[src/hw/sccs_map.svh]
`ifndef SCCS_MAP_SVH
`define SCCS_MAP_SVH
// Register offsets on the plain port
`define SCCS_ADDR_OWN_BUS_IDENTITY_REGISTER 8'h00
`define SCCS_ADDR_CONTROL 8'h01
`define SCCS_ADDR_TIMEOUT 8'h02
`define SCCS_ADDR_TARGET_ID 8'h04
`define SCCS_ADDR_XFER_CNT 8'h05
`define SCCS_ADDR_STATUS 8'h17
`define SCCS_ADDR_AUX 8'h1f
`define SCCS_ADDR_COMMAND 8'h18
// Opcodes
`define SCCS_OP_RESET 8'h00
`define SCCS_OP_ABORT 8'h01
`define SCCS_OP_ASSERT_ATN 8'h02
`define SCCS_OP_NEGATE_ACK 8'h03
`define SCCS_OP_DISCONNECT 8'h04
`define SCCS_OP_SEL_ATN 8'h06
`define SCCS_OP_SET_IDI 8'h0f
// Status codes
`define SCCS_ST_RESET 8'h00
`define SCCS_ST_RESET_ADV 8'h01
`define SCCS_ST_SEL_OK 8'h11
`define SCCS_ST_ABORT_OK 8'h10
`define SCCS_ST_PAUSED 8'h20
`define SCCS_ST_TERMINATED 8'h42
`define SCCS_ST_SVC_REQ 8'h80
// Field positions
`define SCCS_OWN_ADV_BIT 3
`define SCCS_CTRL_IDI_BIT 0
`define SCCS_CTRL_HSP_BIT 1
// Reset values
`define SCCS_CONTROL_RST 8'h00
`define SCCS_TIMEOUT_RST 8'h20
// Timing: selection abort waits 200 us at 100 MHz unless the target answers with BSY
`define SCCS_ABORT_WAIT_US 200
`define SCCS_CLK_MHZ 100
`define SCCS_ABORT_WAIT_CYC (`SCCS_ABORT_WAIT_US * `SCCS_CLK_MHZ)
// Timeout unit per period count, in cycles
`define SCCS_TIMEOUT_UNIT_CYC 800
// Arbitration delay in cycles
`define SCCS_ARB_CYC 24
`endif

[src/hw/sccs_pkg.sv]
package sccs_pkg;
  // Connection state of the controller
  typedef enum logic [1:0] {
    SCCS_DISC,
    SCCS_TARGET,
    SCCS_INIT
  } sccs_conn_e;
  // Selection sequencer states
  typedef enum logic [2:0] {
    SCCS_SQ_IDLE,
    SCCS_SQ_ARB,
    SCCS_SQ_SEL,
    SCCS_SQ_ABORT,
    SCCS_SQ_TGT_ABORT
  } sccs_seq_e;
endpackage : sccs_pkg

[src/hw/sccs_down_counter.sv]
`timescale 1ns/1ps
// Loadable down counter with a sticky expiry flag
module sccs_down_counter #(
  parameter int W = 24
) (
  input wire logic mclk,
  input wire logic rst_n,
  input wire logic load,
  input wire logic [W-1:0] load_val,
  input wire logic run,
  output logic expired
);
  logic [W-1:0] cnt_reg;
  // Count down while running; load wins over counting
  always_ff @(posedge mclk)
  begin
    if (!rst_n)
    begin
      cnt_reg <= '0;
      expired <= 1'b0;
    end
    else if (load)
    begin
      cnt_reg <= load_val;
      expired <= 1'b0;
    end
    else if (run && cnt_reg != '0)
    begin
      cnt_reg <= cnt_reg - 1'b1;
      expired <= (cnt_reg == {{(W-1){1'b0}}, 1'b1});
    end
  end
endmodule : sccs_down_counter

[src/hw/sccs_sequencer.sv]
// Local design decisions: the address map and the plain strobed port.
`timescale 1ns/1ps
`include "sccs_map.svh"
module sccs_sequencer #(
  parameter int ABORT_WAIT_CYC = `SCCS_ABORT_WAIT_CYC
) (
  input wire logic mclk,
  input wire logic rst_n,
  input wire logic hardware_reset_pin,
  input wire logic [7:0] addr,
  input wire logic [7:0] wdata,
  input wire logic wr,
  input wire logic rd,
  output logic [7:0] rdata,
  output logic irq,
  // SCSI bus, active high internally
  input wire logic bsy_in,
  input wire logic sel_in,
  input wire logic arb_lost,
  input wire logic msg_out_last_byte,
  input wire logic identify_sent,
  input wire logic held_ack_event,
  input wire logic host_parity_err,
  input wire logic xfer_byte_done,
  input wire logic sel_xfer_active,
  input wire logic fifo_empty,
  output logic bsy_oe,
  output logic sel_oe,
  output logic atn_oe,
  output logic ack_oe,
  output logic [7:0] data_out,
  output logic data_oe,
  output logic transfer_request_line
);
  // Connection and sequencer state
  sccs_pkg::sccs_conn_e conn_reg, conn_next;
  sccs_pkg::sccs_seq_e seq_reg, seq_next;
  // Software registers
  logic [7:0] own_bus_identity_register_reg;
  logic [7:0] control_reg;
  logic [7:0] timeout_reg;
  logic [2:0] target_id_reg;
  logic [23:0] xfer_cnt_reg;
  logic [7:0] status_reg;
  logic advanced_reg;
  // Pending command, taken one edge after the write
  logic [7:0] cmd_reg;
  logic cmd_pend_reg;
  logic [5:0] arb_cnt_reg;
  // Soft reset: reset opcode only; the pin acts through full_reset
  wire soft_reset = cmd_pend_reg && cmd_reg == `SCCS_OP_RESET;
  // Decoded opcodes qualified by state
  wire cmd_abort = cmd_pend_reg && cmd_reg == `SCCS_OP_ABORT;
  wire abort_ok = cmd_abort && conn_reg != sccs_pkg::SCCS_INIT;
  wire cmd_disc = cmd_pend_reg && cmd_reg == `SCCS_OP_DISCONNECT;
  wire disc_ok = cmd_disc && conn_reg != sccs_pkg::SCCS_DISC;
  wire atn_ok = cmd_pend_reg && cmd_reg == `SCCS_OP_ASSERT_ATN && conn_reg == sccs_pkg::SCCS_INIT;
  wire nack_ok = cmd_pend_reg && cmd_reg == `SCCS_OP_NEGATE_ACK && conn_reg == sccs_pkg::SCCS_INIT;
  wire idi_ok = cmd_pend_reg && cmd_reg == `SCCS_OP_SET_IDI && sel_xfer_active;
  wire sel_ok = cmd_pend_reg && cmd_reg == `SCCS_OP_SEL_ATN && conn_reg == sccs_pkg::SCCS_DISC
    && seq_reg == sccs_pkg::SCCS_SQ_IDLE;
  wire bus_free = !bsy_in && !sel_in;
  // Register write decode
  wire wr_own = wr && addr == `SCCS_ADDR_OWN_BUS_IDENTITY_REGISTER;
  wire wr_ctrl = wr && addr == `SCCS_ADDR_CONTROL;
  wire wr_tmo = wr && addr == `SCCS_ADDR_TIMEOUT;
  wire wr_tid = wr && addr == `SCCS_ADDR_TARGET_ID;
  wire wr_cnt = wr && addr == `SCCS_ADDR_XFER_CNT;
  wire wr_cmd = wr && addr == `SCCS_ADDR_COMMAND;
  wire rd_status = rd && addr == `SCCS_ADDR_STATUS;
  // Timers
  logic sel_tmo_exp;
  logic abort_exp;
  wire sel_tmo_load = seq_reg == sccs_pkg::SCCS_SQ_ARB && seq_next == sccs_pkg::SCCS_SQ_SEL;
  wire abort_load = seq_reg != sccs_pkg::SCCS_SQ_ABORT && seq_next == sccs_pkg::SCCS_SQ_ABORT;
  // Timeout period register scaled to cycles; zero disables timeout
  wire [23:0] tmo_cycles = 24'(timeout_reg * `SCCS_TIMEOUT_UNIT_CYC);
  wire tmo_enabled = timeout_reg != 8'h00;
  sccs_down_counter #(.W(24)) u_sel_tmo (
    .mclk(mclk),
    .rst_n(rst_n),
    .load(sel_tmo_load),
    .load_val(tmo_cycles),
    .run(seq_reg == sccs_pkg::SCCS_SQ_SEL && tmo_enabled),
    .expired(sel_tmo_exp)
  );
  sccs_down_counter #(.W(24)) u_abort_wait (
    .mclk(mclk),
    .rst_n(rst_n),
    .load(abort_load),
    .load_val(24'(ABORT_WAIT_CYC)),
    .run(seq_reg == sccs_pkg::SCCS_SQ_ABORT),
    .expired(abort_exp)
  );
  // Interrupt status to post this cycle
  logic post;
  logic [7:0] post_code;
  // Sequencer next state
  always_comb
  begin
    seq_next = seq_reg;
    conn_next = conn_reg;
    post = 1'b0;
    post_code = 8'h00;
    if (soft_reset)
    begin
      seq_next = sccs_pkg::SCCS_SQ_IDLE;
      conn_next = sccs_pkg::SCCS_DISC;
      post = 1'b1;
      post_code = own_bus_identity_register_reg[`SCCS_OWN_ADV_BIT] ? `SCCS_ST_RESET_ADV : `SCCS_ST_RESET;
    end
    else if (disc_ok)
    begin
      seq_next = sccs_pkg::SCCS_SQ_IDLE;
      conn_next = sccs_pkg::SCCS_DISC;
    end
    else
    begin
      case (seq_reg)
        sccs_pkg::SCCS_SQ_IDLE:
        begin
          if (sel_ok)
            seq_next = sccs_pkg::SCCS_SQ_ARB;
          else if (abort_ok && conn_reg == sccs_pkg::SCCS_TARGET)
            seq_next = sccs_pkg::SCCS_SQ_TGT_ABORT;
        end
        sccs_pkg::SCCS_SQ_ARB:
        begin
          if (abort_ok)
          begin
            seq_next = sccs_pkg::SCCS_SQ_IDLE;
            post = 1'b1;
            post_code = `SCCS_ST_PAUSED;
          end
          else if (sel_in)
          begin
            seq_next = sccs_pkg::SCCS_SQ_IDLE;
            post = 1'b1;
            post_code = `SCCS_ST_SVC_REQ;
          end
          else if (arb_cnt_reg == 6'h00 && !arb_lost)
            seq_next = sccs_pkg::SCCS_SQ_SEL;
        end
        sccs_pkg::SCCS_SQ_SEL:
        begin
          if (bsy_in)
          begin
            seq_next = sccs_pkg::SCCS_SQ_IDLE;
            conn_next = sccs_pkg::SCCS_INIT;
            post = 1'b1;
            post_code = `SCCS_ST_SEL_OK;
          end
          else if (sel_tmo_exp || abort_ok)
            seq_next = sccs_pkg::SCCS_SQ_ABORT;
        end
        sccs_pkg::SCCS_SQ_ABORT:
        begin
          if (bsy_in)
          begin
            seq_next = sccs_pkg::SCCS_SQ_IDLE;
            conn_next = sccs_pkg::SCCS_INIT;
            post = 1'b1;
            post_code = `SCCS_ST_SEL_OK;
          end
          else if (abort_exp)
          begin
            seq_next = sccs_pkg::SCCS_SQ_IDLE;
            post = 1'b1;
            post_code = sel_tmo_exp ? `SCCS_ST_TERMINATED : `SCCS_ST_PAUSED;
          end
        end
        sccs_pkg::SCCS_SQ_TGT_ABORT:
        begin
          // Wait for the FIFO to drain; state stays target
          if (fifo_empty)
          begin
            seq_next = sccs_pkg::SCCS_SQ_IDLE;
            post = 1'b1;
            post_code = `SCCS_ST_ABORT_OK;
          end
        end
        default:
          seq_next = sccs_pkg::SCCS_SQ_IDLE;
      endcase
    end
  end
  wire full_reset = !rst_n || !hardware_reset_pin;
  // State registers
  always_ff @(posedge mclk)
  begin
    if (full_reset)
    begin
      seq_reg <= sccs_pkg::SCCS_SQ_IDLE;
      conn_reg <= sccs_pkg::SCCS_DISC;
    end
    else
    begin
      seq_reg <= seq_next;
      conn_reg <= conn_next;
    end
  end
  // Command capture; executed on the following edge
  always_ff @(posedge mclk)
  begin
    if (full_reset)
    begin
      cmd_reg <= 8'h00;
      cmd_pend_reg <= 1'b0;
    end
    else
    begin
      cmd_pend_reg <= wr_cmd;
      if (wr_cmd)
        cmd_reg <= wdata;
    end
  end
  // Arbitration delay counter
  always_ff @(posedge mclk)
  begin
    if (full_reset || seq_reg != sccs_pkg::SCCS_SQ_ARB)
      arb_cnt_reg <= 6'(`SCCS_ARB_CYC);
    else if (arb_cnt_reg != 6'h00)
      arb_cnt_reg <= arb_cnt_reg - 6'h01;
  end
  // Configuration registers; soft reset samples the identity register
  always_ff @(posedge mclk)
  begin
    if (full_reset)
    begin
      own_bus_identity_register_reg <= 8'h00;
      timeout_reg <= `SCCS_TIMEOUT_RST;
      target_id_reg <= 3'h0;
      advanced_reg <= 1'b0;
    end
    else
    begin
      if (wr_own)
        own_bus_identity_register_reg <= wdata;
      if (wr_tmo)
        timeout_reg <= wdata;
      if (wr_tid)
        target_id_reg <= wdata[2:0];
      if (soft_reset)
        advanced_reg <= own_bus_identity_register_reg[`SCCS_OWN_ADV_BIT];
    end
  end
  // Control register; set command wins over a software write
  always_ff @(posedge mclk)
  begin
    if (full_reset || soft_reset)
      control_reg <= `SCCS_CONTROL_RST;
    else if (idi_ok)
      control_reg[`SCCS_CTRL_IDI_BIT] <= 1'b1;
    else if (wr_ctrl)
      control_reg <= wdata;
  end
  // Transfer count: decrements per byte, holds residue after abort
  always_ff @(posedge mclk)
  begin
    if (full_reset)
      xfer_cnt_reg <= 24'h000000;
    else if (wr_cnt)
      xfer_cnt_reg <= {16'h0000, wdata};
    else if (xfer_byte_done && xfer_cnt_reg != 24'h000000)
      xfer_cnt_reg <= xfer_cnt_reg - 24'h000001;
  end
  // Status and interrupt: a new post wins over the read-clear
  always_ff @(posedge mclk)
  begin
    if (full_reset)
    begin
      status_reg <= 8'h00;
      irq <= 1'b0;
    end
    else if (post)
    begin
      status_reg <= post_code;
      irq <= 1'b1;
    end
    else if (rd_status)
      irq <= 1'b0;
  end
  // Read data mux
  logic [7:0] rdata_next;
  always_comb
  begin
    case (addr)
      `SCCS_ADDR_OWN_BUS_IDENTITY_REGISTER: rdata_next = own_bus_identity_register_reg;
      `SCCS_ADDR_CONTROL: rdata_next = control_reg;
      `SCCS_ADDR_TIMEOUT: rdata_next = timeout_reg;
      `SCCS_ADDR_TARGET_ID: rdata_next = {5'h00, target_id_reg};
      `SCCS_ADDR_XFER_CNT: rdata_next = xfer_cnt_reg[7:0];
      `SCCS_ADDR_STATUS: rdata_next = status_reg;
      `SCCS_ADDR_AUX: rdata_next = {irq, seq_reg != sccs_pkg::SCCS_SQ_IDLE, 4'h0, advanced_reg, 1'b0};
      default: rdata_next = 8'h00;
    endcase
  end
  always_ff @(posedge mclk)
  begin
    if (full_reset)
      rdata <= 8'h00;
    else
      rdata <= rd ? rdata_next : 8'h00;
  end
  // Bus drive next values
  wire in_sel = seq_next == sccs_pkg::SCCS_SQ_SEL;
  wire in_abort = seq_next == sccs_pkg::SCCS_SQ_ABORT;
  wire in_arb = seq_next == sccs_pkg::SCCS_SQ_ARB && seq_reg == sccs_pkg::SCCS_SQ_ARB;
  wire [7:0] own_bit = 8'h01 << own_bus_identity_register_reg[2:0];
  wire [7:0] tgt_bit = 8'h01 << target_id_reg;
  // ATN next: set by command or selection, cleared on listed events
  logic atn_next;
  always_comb
  begin
    atn_next = atn_oe;
    if (in_sel && seq_reg == sccs_pkg::SCCS_SQ_ARB)
      atn_next = 1'b1;
    else if (atn_ok)
      atn_next = 1'b1;
    if (msg_out_last_byte || identify_sent || (bus_free && conn_reg != sccs_pkg::SCCS_DISC))
      atn_next = 1'b0;
    if (conn_next == sccs_pkg::SCCS_DISC && !in_sel && !in_abort)
      atn_next = 1'b0;
  end
  // ACK next: held events set it, the command or auto-negation clears
  logic ack_next;
  always_comb
  begin
    ack_next = ack_oe;
    if (held_ack_event)
      ack_next = 1'b1;
    else if (nack_ok)
      ack_next = 1'b0;
    else if (xfer_byte_done && !host_parity_err)
      ack_next = 1'b0;
    if (conn_next == sccs_pkg::SCCS_DISC)
      ack_next = 1'b0;
  end
  // Bus output registers
  always_ff @(posedge mclk)
  begin
    if (full_reset || soft_reset || disc_ok)
    begin
      bsy_oe <= 1'b0;
      sel_oe <= 1'b0;
      atn_oe <= 1'b0;
      ack_oe <= 1'b0;
      data_out <= 8'h00;
      data_oe <= 1'b0;
      transfer_request_line <= 1'b0;
    end
    else
    begin
      bsy_oe <= in_arb || (seq_next == sccs_pkg::SCCS_SQ_ARB);
      sel_oe <= in_sel || in_abort;
      atn_oe <= atn_next;
      ack_oe <= ack_next;
      data_out <= in_sel ? (own_bit | tgt_bit) : (seq_next == sccs_pkg::SCCS_SQ_ARB ? own_bit : 8'h00);
      data_oe <= in_sel || seq_next == sccs_pkg::SCCS_SQ_ARB;
      // Data request is never raised; held low in every state
      transfer_request_line <= 1'b0;
    end
  end
  // A select in arbitration that sees a selection drops to idle and posts the service request with irq
  AST_SEL_DROP: assert property (@(posedge mclk) disable iff (!rst_n || !hardware_reset_pin)
    (seq_reg == sccs_pkg::SCCS_SQ_ARB && !soft_reset && !disc_ok && !abort_ok && sel_in)
    |=> (seq_reg == sccs_pkg::SCCS_SQ_IDLE && status_reg == `SCCS_ST_SVC_REQ && irq))
    else $error("selection during arbitration not dropped");
  AST_ABORT_ID_OFF: assert property (@(posedge mclk) disable iff (!rst_n || !hardware_reset_pin)
    (seq_reg == sccs_pkg::SCCS_SQ_ABORT) |-> (sel_oe && !data_oe))
    else $error("abort sequence drives ids or lost SEL");
  AST_RESET_CODE: assert property (@(posedge mclk) disable iff (!rst_n || !hardware_reset_pin)
    soft_reset |=> (irq && conn_reg == sccs_pkg::SCCS_DISC && status_reg[7:1] == 7'h00))
    else $error("reset opcode result wrong");
  AST_DISC_RELEASE: assert property (@(posedge mclk) disable iff (!rst_n || !hardware_reset_pin)
    (disc_ok && !soft_reset) |=> (!bsy_oe && !sel_oe && !atn_oe && !ack_oe && !data_oe
    && conn_reg == sccs_pkg::SCCS_DISC))
    else $error("disconnect did not release bus");
  AST_ATN_ONLY_INIT: assert property (@(posedge mclk) disable iff (!rst_n || !hardware_reset_pin)
    (cmd_pend_reg && cmd_reg == `SCCS_OP_ASSERT_ATN && conn_reg == sccs_pkg::SCCS_DISC
    && seq_reg == sccs_pkg::SCCS_SQ_IDLE) |=> !atn_oe)
    else $error("attention asserted while not initiator");
  AST_SEL_ATN: assert property (@(posedge mclk) disable iff (!rst_n || !hardware_reset_pin)
    (seq_reg == sccs_pkg::SCCS_SQ_SEL) |-> (atn_oe && sel_oe && !bsy_oe))
    else $error("selection signals wrong");
  AST_SEL_OK: assert property (@(posedge mclk) disable iff (!rst_n || !hardware_reset_pin)
    (seq_reg == sccs_pkg::SCCS_SQ_SEL && bsy_in && !soft_reset && !disc_ok)
    |=> (conn_reg == sccs_pkg::SCCS_INIT && !sel_oe && status_reg == `SCCS_ST_SEL_OK))
    else $error("target response not completed");
  AST_ARB_CANCEL: assert property (@(posedge mclk) disable iff (!rst_n || !hardware_reset_pin)
    (seq_reg == sccs_pkg::SCCS_SQ_ARB && abort_ok && !soft_reset && !disc_ok)
    |=> (!sel_oe && seq_reg == sccs_pkg::SCCS_SQ_IDLE))
    else $error("abort before win not immediate");
endmodule : sccs_sequencer

[config.mk]
export PLATFORM = sky130hd
export DESIGN_NAME = sccs_sequencer
export DESIGN_NICKNAME = d
export VERILOG_FILES = /design/src/hw/sccs_pkg.sv /design/src/hw/sccs_down_counter.sv /design/src/hw/sccs_sequencer.sv
export VERILOG_INCLUDE_DIRS = /design/src /design/src/hw
export SDC_FILE = /design/constraint.sdc
export NUM_CORES = 1
export LEC_CHECK = 0
export ABC_AREA = 0
export ABC_CLOCK_PERIOD_IN_PS = 6800
export BUFFER_PORTS_ARGS = -buffer_cell sky130_fd_sc_hd__buf_2
export CORE_UTILIZATION = 35
export CTS_CLUSTER_DIAMETER = 50
export CTS_CLUSTER_SIZE = 28
export DETAILED_ROUTE_END_ITERATION = 7
export SKIP_LAST_GASP = 1
export SLEW_MARGIN = 10
export SYNTH_ARGS = -nofsm -noshare
export SYNTH_HDL_FRONTEND = slang
export SYNTH_SLANG_ARGS = --single-unit
[constraint.sdc]
create_clock -name mclk -period 6.8 [get_ports mclk]
set_clock_uncertainty 0.2 [all_clocks]
set_input_delay 1.36 -clock mclk [delete_from_list [all_inputs] [get_ports mclk]]
set_output_delay 1.36 -clock mclk [all_outputs]
set_load 0.005 [all_outputs]
==> results_dict.tcl, run 1 <==
set metrics [dict create \
    synthArstFlopShare_pct 0 \
    grt_overflow_total 0 \
    syn_avg_cell_area_sq_um 8.62 \
    cts_hold_buf 0 \
    synth_edf_count 0 \
    drt_iter0_markers 347 \
    fin_util_pct 41.5 \
    final-max-slew-violation-count 0 \
    die_x_um 153 \
    maxCapViolCount 0 \
    ant_nets 0 \
    power_frac_comb_pct 20.4 \
    grt_pass1_vias 6406 \
    switchingPower_uw 738 \
    viasPerCell 5.31 \
    io_buffers 52 \
    min_path_type "reg -> reg" \
    ys.flop_type "dfxtp_1" \
    nets 1039 \
    antenna_found_initial 0 \
    synth_cell_types 74 \
    ys_ff_latch 149 \
    track_usage_pct 17.6 \
    outcome "finished with violations" \
    syn_nets 998 \
    cts_sinks 149 \
    dpl.cell_count 1225 \
    htreeDepth 4 \
    syn_to_final_growth_pct 14.8 \
    rsz0062_at_grt "false" \
    routed_wl_um 20000 \
    tns_ns 0 \
    root_buffer "clkbuf_16" \
    drive_gt1_share_pct 12.0 \
    cts_tree "built" \
    syn_inst 923 \
    worstSetupPathType "reg -> reg" \
    rows 54 \
    min_period_over_period_pct 52.3 \
    die_h_um 153 \
    leakagePower_uw 0.00350 \
    synth_warnings 0 \
    tightest_slew_ns 0.944 \
    vdd_drop_max_mv 0.303 \
    layout_setup_ws_ns 3.25 \
    slew_headroom_pct 36.9 \
    swShare_pct 29.3 \
    power.share.clock_pct 41.3 \
    route.vias.total 6681 \
    clock.fmax_ghz 0.281 \
    finalSetupViolations 0 \
    final_cells 1259 \
    cts_buffers 17 \
    hold_viol_final 0 \
    cts_setup_buffers 0 \
    cts.clk_slew.worst_paths_ns 0.06 \
    crit_arrival_ns 3.64 \
    worst-path-max-fanout 5 \
    die-area_sq_um 23300 \
    ios 54 \
    cts_max_path_buffers 2 \
    grt_pass1_wl_um 32900 \
    drc 4 \
    grt_max_degree 33 \
    dr.pass1.iters 7 \
    netlist_area_sq_um 7960 \
    initial_core_util_pct 36.1 \
    cts_resized 0 \
    seqPwrFrac_pct 38.3 \
    insertion_delay_ns 0.43 \
    dp_slack_ns 3.00 \
    core_sq_um 22000 \
    dpl.hpwl_um 14700 \
    cp-start-kind "flop" \
    worstPathRequired_ns 6.89 \
    failed_checks "DRC" \
    seq_area_frac_synth_pct 37.5 \
    routedWlPerCell_um 15.9 \
    intPower_uw 1780 \
    end_kind "flop" \
    power_density_nw_per_um2 276 \
    period_minus_slack_ns 3.55 \
    place.gp.congestion 0.803 \
]
-- critical path, cell delays in order, from the launching register on --
cell and delay [ns]:
dfxtp_1 0.43, inv_1 0.12, ha_1 0.31, ha_1 0.29, inv_1 0.05, fa_1 0.49
inv_1 0.04, ha_1 0.35, a211oi_1 0.32, o21bai_1 0.13, a21oi_1 0.24, xor2_1 0.21
o32a_1 0.18, a21oi_1 0.06
-- layer usage --
layer  routed length (um)  GRT usage (%)
met3                  811           3.36
met4                  392           6.11
met1                 9230           22.4
met2                 9620           29.7
met5                    0              0
-- synthesized netlist by cell type (4+ instances only) --
cell type	number	area share [%]
a211oi_1	14	1.3
a21oi_1	44	2.8
a221oi_1	4	0.44
a22o_1	4	0.44
a31oi_1	10	0.79
and2_1	6	0.47
and3_1	6	0.47
and4_1	5	0.55
buf_2	5	0.31
clkbuf_1	30	1.4
dfxtp_1	149	37
ha_1	41	6.4
inv_1	27	1.3
mux2_2	4	0.57
mux2i_1	31	3.9
nand2_1	65	3.1
nand2b_1	11	0.86
nand3_1	33	2.1
nand3b_1	7	0.66
nand4_1	13	1.0
nor2_1	128	6.0
nor2b_1	10	0.79
nor3_1	48	3.0
nor3b_1	15	1.4
nor4_1	19	1.5
o211ai_1	7	0.66
o21ai_0	21	1.3
or2_2	6	0.47
or3_1	13	1.0
or4_1	12	1.1
xnor2_1	44	4.8
xor2_1	25	2.8
-- cells by family (layout without fill, tap and decap cells) --
group	count (synthesis)	in the layout	share of synthesized area (%)
xor+xnor	69	69	7.59
simple gates	411	411	26.3
buf+inv	64	118	3.14
other cells	1	3	0.0471
mux	38	38	5.31
fa+ha+maj	44	44	7.20
compound gates	147	147	12.9
flops	149	149	37.5
-- layout make-up --
| class | instances | area [sq um] |
|---|---|---|
| Multi-Input combinational cell | 710 | 4730 |
| Timing Repair Buffer | 59 | 313 |
| Sequential cell | 149 | 2980 |
| Clock buffer | 18 | 429 |
| Antenna cell | 2 | 5.00 |
| Clock inverter | 14 | 225 |
| Tap cell | 280 | 350 |
| Fill cell | 2205 | 12900 |
| Inverter | 27 | 101 |
-- power by group through the flow --
| stage | sequential (uW) | combinational [uW] | clock, uW |
|---|---|---|---|
| 6_report | 966 | 513 | 1040 |
| 5_1_grt | 972 | 572 | 1100 |
| 4_1_cts | 966 | 517 | 1060 |
| 3_5_place_dp | 985 | 511 | 0 |
| 3_3_place_gp | 984 | 508 | 0 |
| 2_1_floorplan | 968 | 418 | 0 |
-- per-stage QoR --
stage	hold WS, ns	power (uW)	instance area, sq um
after detailed placement	0.274	1500	8480
after CTS	0.283	2540	9130
final	0.281	2520	9140
after floorplan	0.236	1390	7960
after global placement	0.269	1490	8480
after global routing	0.299	2650	9130
-- layout by cell type, fill, tap and decap left out, drive strengths merged, types with 18 or more instances in the layout --
cell type  count
dfxtp        149
nor2         129
nand2         65
buf           59
nor3          50
a21oi         45
xnor2         44
ha            41
nand3         33
mux2i         31
inv           30
xor2          25
o21ai         23
nor4          20
clkbuf        18
-- path summary, 6_finish.rpt --
kind	startpoint	end	slack [ns]	cells past startpoint
worst max-delay path	timeout_reg[3]	u_sel_tmo.cnt_reg[15]	3.25	13
worst min-delay path	advanced_reg	advanced_reg	0.28	2
worst max register to register	timeout_reg[3]	u_sel_tmo.cnt_reg[15]	3.25	13
worst min register to register	advanced_reg	advanced_reg	0.28	2
Note: power is estimated with default switching activity, not from simulation.
==> run 2, diff against run 1 <==
- ABC_AREA: 0 -> 1
- ABC_CLOCK_PERIOD_IN_PS: 6800 -> 3590
- clock period: 6.8 -> 3.59 ns (I/O delays scaled with it)
==> run 2 against run 1 <==
The flow now finishes without violations. Worst hold slack worse by 0.035 ns. Combinational power increased to 3.6 times the previous value. Cell count grew 31%. Non-clock buffer count down 1. Register-to-register slack worse by 2.8 ns. Global-route usage is 0.94 points higher. Largest power group is now registers. Highest routed layer is now met5.
==> results_dict.tcl, run 2 <==
set metrics [dict create \
    final-max-slew-violation-count 0 \
    drive_gt1_share_pct 10.2 \
    leakagePower_uw 0.00448 \
    ys_ff_latch 149 \
    intPower_uw 3370 \
    crit_arrival_ns 3.24 \
    mostFrequentLayoutCells "222 x nand2_1, 181 x nor2_1, 169 x inv_1" \
    die_h_um 159 \
    synth_cell_types 51 \
    multiInputGateArea_sq_um 4820 \
    slew_headroom_pct 38.4 \
    htreeDepth 4 \
    muxShareOfSynthArea_pct 0 \
    vdd_drop_max_mv 0.579 \
    drc 0 \
    met3_usage_pct 2.97 \
    worstSetupPathType "reg -> reg" \
    cts_setup_buffers 0 \
    drt_iter0_markers 518 \
    synth_top_family_by_area "simple AND/OR/NAND/NOR gates" \
    cts_tree "built" \
    grtUsageMet2_pct 29.6 \
    io_buffers 52 \
    final_common_cell "nand2_1" \
    worst-path-stages 15 \
    syn_inst 1263 \
    reg2reg_depth 15 \
    finalSetupViolations 0 \
    place.gp.congestion 0.871 \
    grt_overflow_total 0 \
    hold_viol_final 0 \
    cts_max_path_buffers 2 \
    switchingPower_uw 2130 \
    grt_max_degree 33 \
    dr.pass1.iters 5 \
    outcome "finished, final reports clean" \
    core_sq_um 24200 \
    worst-path-max-fanout 6 \
    synth_fa_ha_area_share_pct 6.64 \
    insertion_delay_ns 0.43 \
    min_period_over_period_pct 87.4 \
    routed_wl_um 22900 \
    syn_to_final_growth_pct 13.3 \
    root_buffer "clkbuf_16" \
    synth_simple_gate_area_share_pct 32.1 \
    synth_compound_area_share_pct 13.2 \
    ys_top_cells_by_area "dfxtp_1 35%, nand2_1 9.7%, nor2_1 7.9%, inv_1 7.3%, a21oi_1 6.0%" \
    seqPwrFrac_pct 34.1 \
    cts_buffers 17 \
    antenna_found_initial 1 \
    die-area_sq_um 25300 \
    end_kind "flop" \
    power_frac_comb_pct 33.3 \
    cts_sinks 149 \
    cp-start-kind "flop" \
    antenna_cells 0 \
    seq_area_frac_synth_pct 34.6 \
    synth_warnings 0 \
    stdcell_area_sq_um 9770 \
    grt_pass1_wl_um 38000 \
    tns_ns 0 \
    busiest_layer "met2" \
    cts_hold_buf 0 \
    cts.clk_slew.worst_paths_ns 0.07 \
    met1_usage_pct 25.5 \
    route.vias.total 8186 \
    nets 1390 \
    grt_pass1_vias 7676 \
    cts_resized 0 \
    synth_edf_count 0 \
    die_x_um 159 \
    dpl.hpwl_um 17800 \
    worstPathRequired_ns 3.70 \
    viasPerCell 4.96 \
    worstPathCellList "inv_1 -> ha_1 -> ha_1 -> inv_1 -> fa_1 -> inv_1 -> ha_1 -> a21oi_1 -> nand2_1 -> nand4_1 -> nand3_1 -> nand2_1 -> nand3_1 -> nand2_1 -> a21oi_1" \
    ys_top_cells_by_count "222 x nand2_1, 181 x nor2_1, 169 x inv_1" \
    max_stage_delay_ns 0.49 \
    ios 54 \
    track_usage_pct 18.6 \
    period_minus_slack_ns 3.14 \
    synth_xor_area_share_pct 3.86 \
    clock.fmax_ghz 0.319 \
    ant_nets 0 \
    min_path_cells 1 \
    netlist_area_sq_um 8630 \
    routedWlPerCell_um 13.9 \
    swShare_pct 38.8 \
    layout_setup_ws_ns 0.452 \
    syn_avg_cell_area_sq_um 6.83 \
    synthArstFlopShare_pct 0 \
    n_fill_cell 2608 \
    synthMostInstantiatedCell "nand2_1" \
    dp_slack_ns 0.477 \
    crit_family "adder cells" \
    min_path_type "reg -> reg" \
    rows 57 \
    tightest_slew_ns 0.916 \
    power_density_nw_per_um2 563 \
    maxCapViolCount 0 \
    ys.flop_type "dfxtp_1" \
    crit_slowest_cell "fa_1" \
    rsz0062_at_grt "false" \
    path_buf_inv 3 \
    holdWs_ns 0.246 \
    seq_area_sq_um 2980 \
    power_uw 5510 \
    place_area_sq_um 9190 \
    synth_top_area_share_pct 34.6 \
    power.share.clock_pct 32.6 \
    syn_nets 1338 \
    yosysTopAreaCell "dfxtp_1" \
    initial_core_util_pct 35.6 \
]
==> run 2: cell count changes after synthesis, moves of 15 or more <==
cell,change
nand2_1,+157
inv_1,+142
nand3_1,+71
a21oi_1,+60
nor2_1,+53
o21ai_0,+37
xnor2_1,-34
mux2i_1,-31
clkbuf_1,-23
nor3_1,-15
==> run 2: power groups by stage <==
| stage | sequential, uW | combinational, uW | clock [uW] |
|---|---|---|---|
| global placement | 1910 | 1820 | 0 |
| floorplan | 1880 | 1470 | 0 |
| global route | 1890 | 2100 | 1910 |
| finish | 1880 | 1840 | 1800 |
| detailed placement | 1910 | 1830 | 0 |
| CTS | 1870 | 1840 | 1840 |
==> run 2: path summary, 6_finish.rpt <==
check | from | endpoint | slack, ns
setup / recovery | timeout_reg[2] | u_sel_tmo.cnt_reg[16] | 0.45
hold / removal | arb_cnt_reg[0] | arb_cnt_reg[0] | 0.25
setup reg to reg | timeout_reg[2] | u_sel_tmo.cnt_reg[16] | 0.45
hold reg to reg | arb_cnt_reg[0] | arb_cnt_reg[0] | 0.25
==> run 2: cell type report <==
class | instances | share of cell area, %
tap | 324 | 4.15
timing repair buffer | 58 | 3.12
clock buffer | 17 | 4.35
sequential | 149 | 30.5
multi-input combinational | 910 | 49.3
inverter | 179 | 6.90
clock inverter | 14 | 1.63
==> run 2: cells by family (layout without fill, tap and decap cells) <==
family | count (synthesis) | after routing
DFF | 149 | 149
and+or+nand+nor | 620 | 620
buffers and inverters | 204 | 268
AOI/OAI and AO/OA | 207 | 207
other | 1 | 1
xor gates and xnor gates | 38 | 38
adders and majority gates | 44 | 44
==> run 2: worst reg2reg max path, cell delays in order, from the launching register on <==
cell     delay, ns
dfxtp_1       0.41
inv_1         0.09
ha_1          0.30
ha_1          0.28
inv_1         0.05
fa_1          0.49
inv_1         0.04
ha_1          0.36
a21oi_1       0.20
nand2_1       0.11
nand4_1       0.11
nand3_1       0.09
nand2_1       0.08
nand3_1       0.07
nand2_1       0.09
a21oi_1       0.05
==> run 2: layer usage <==
metal | routed length (um) | up-vias
met1 | 11100 | 3742
met3 | 1020 | 32
met4 | 472 | 2
li1 | - | 4242
met2 | 10300 | 168
met5 | 10 | -
==> run 2: through the flow <==
| stage | cells | utilization [%] |
|---|---|---|
| 6_report | 1651 | 40.3 |
| 5_1_grt | 1651 | 40.3 |
| 4_1_cts | 1651 | 40.3 |
| 2_1_floorplan | 1263 | - |
| 3_5_place_dp | 1620 | 37.9 |
| 3_3_place_gp | 1620 | 37.9 |
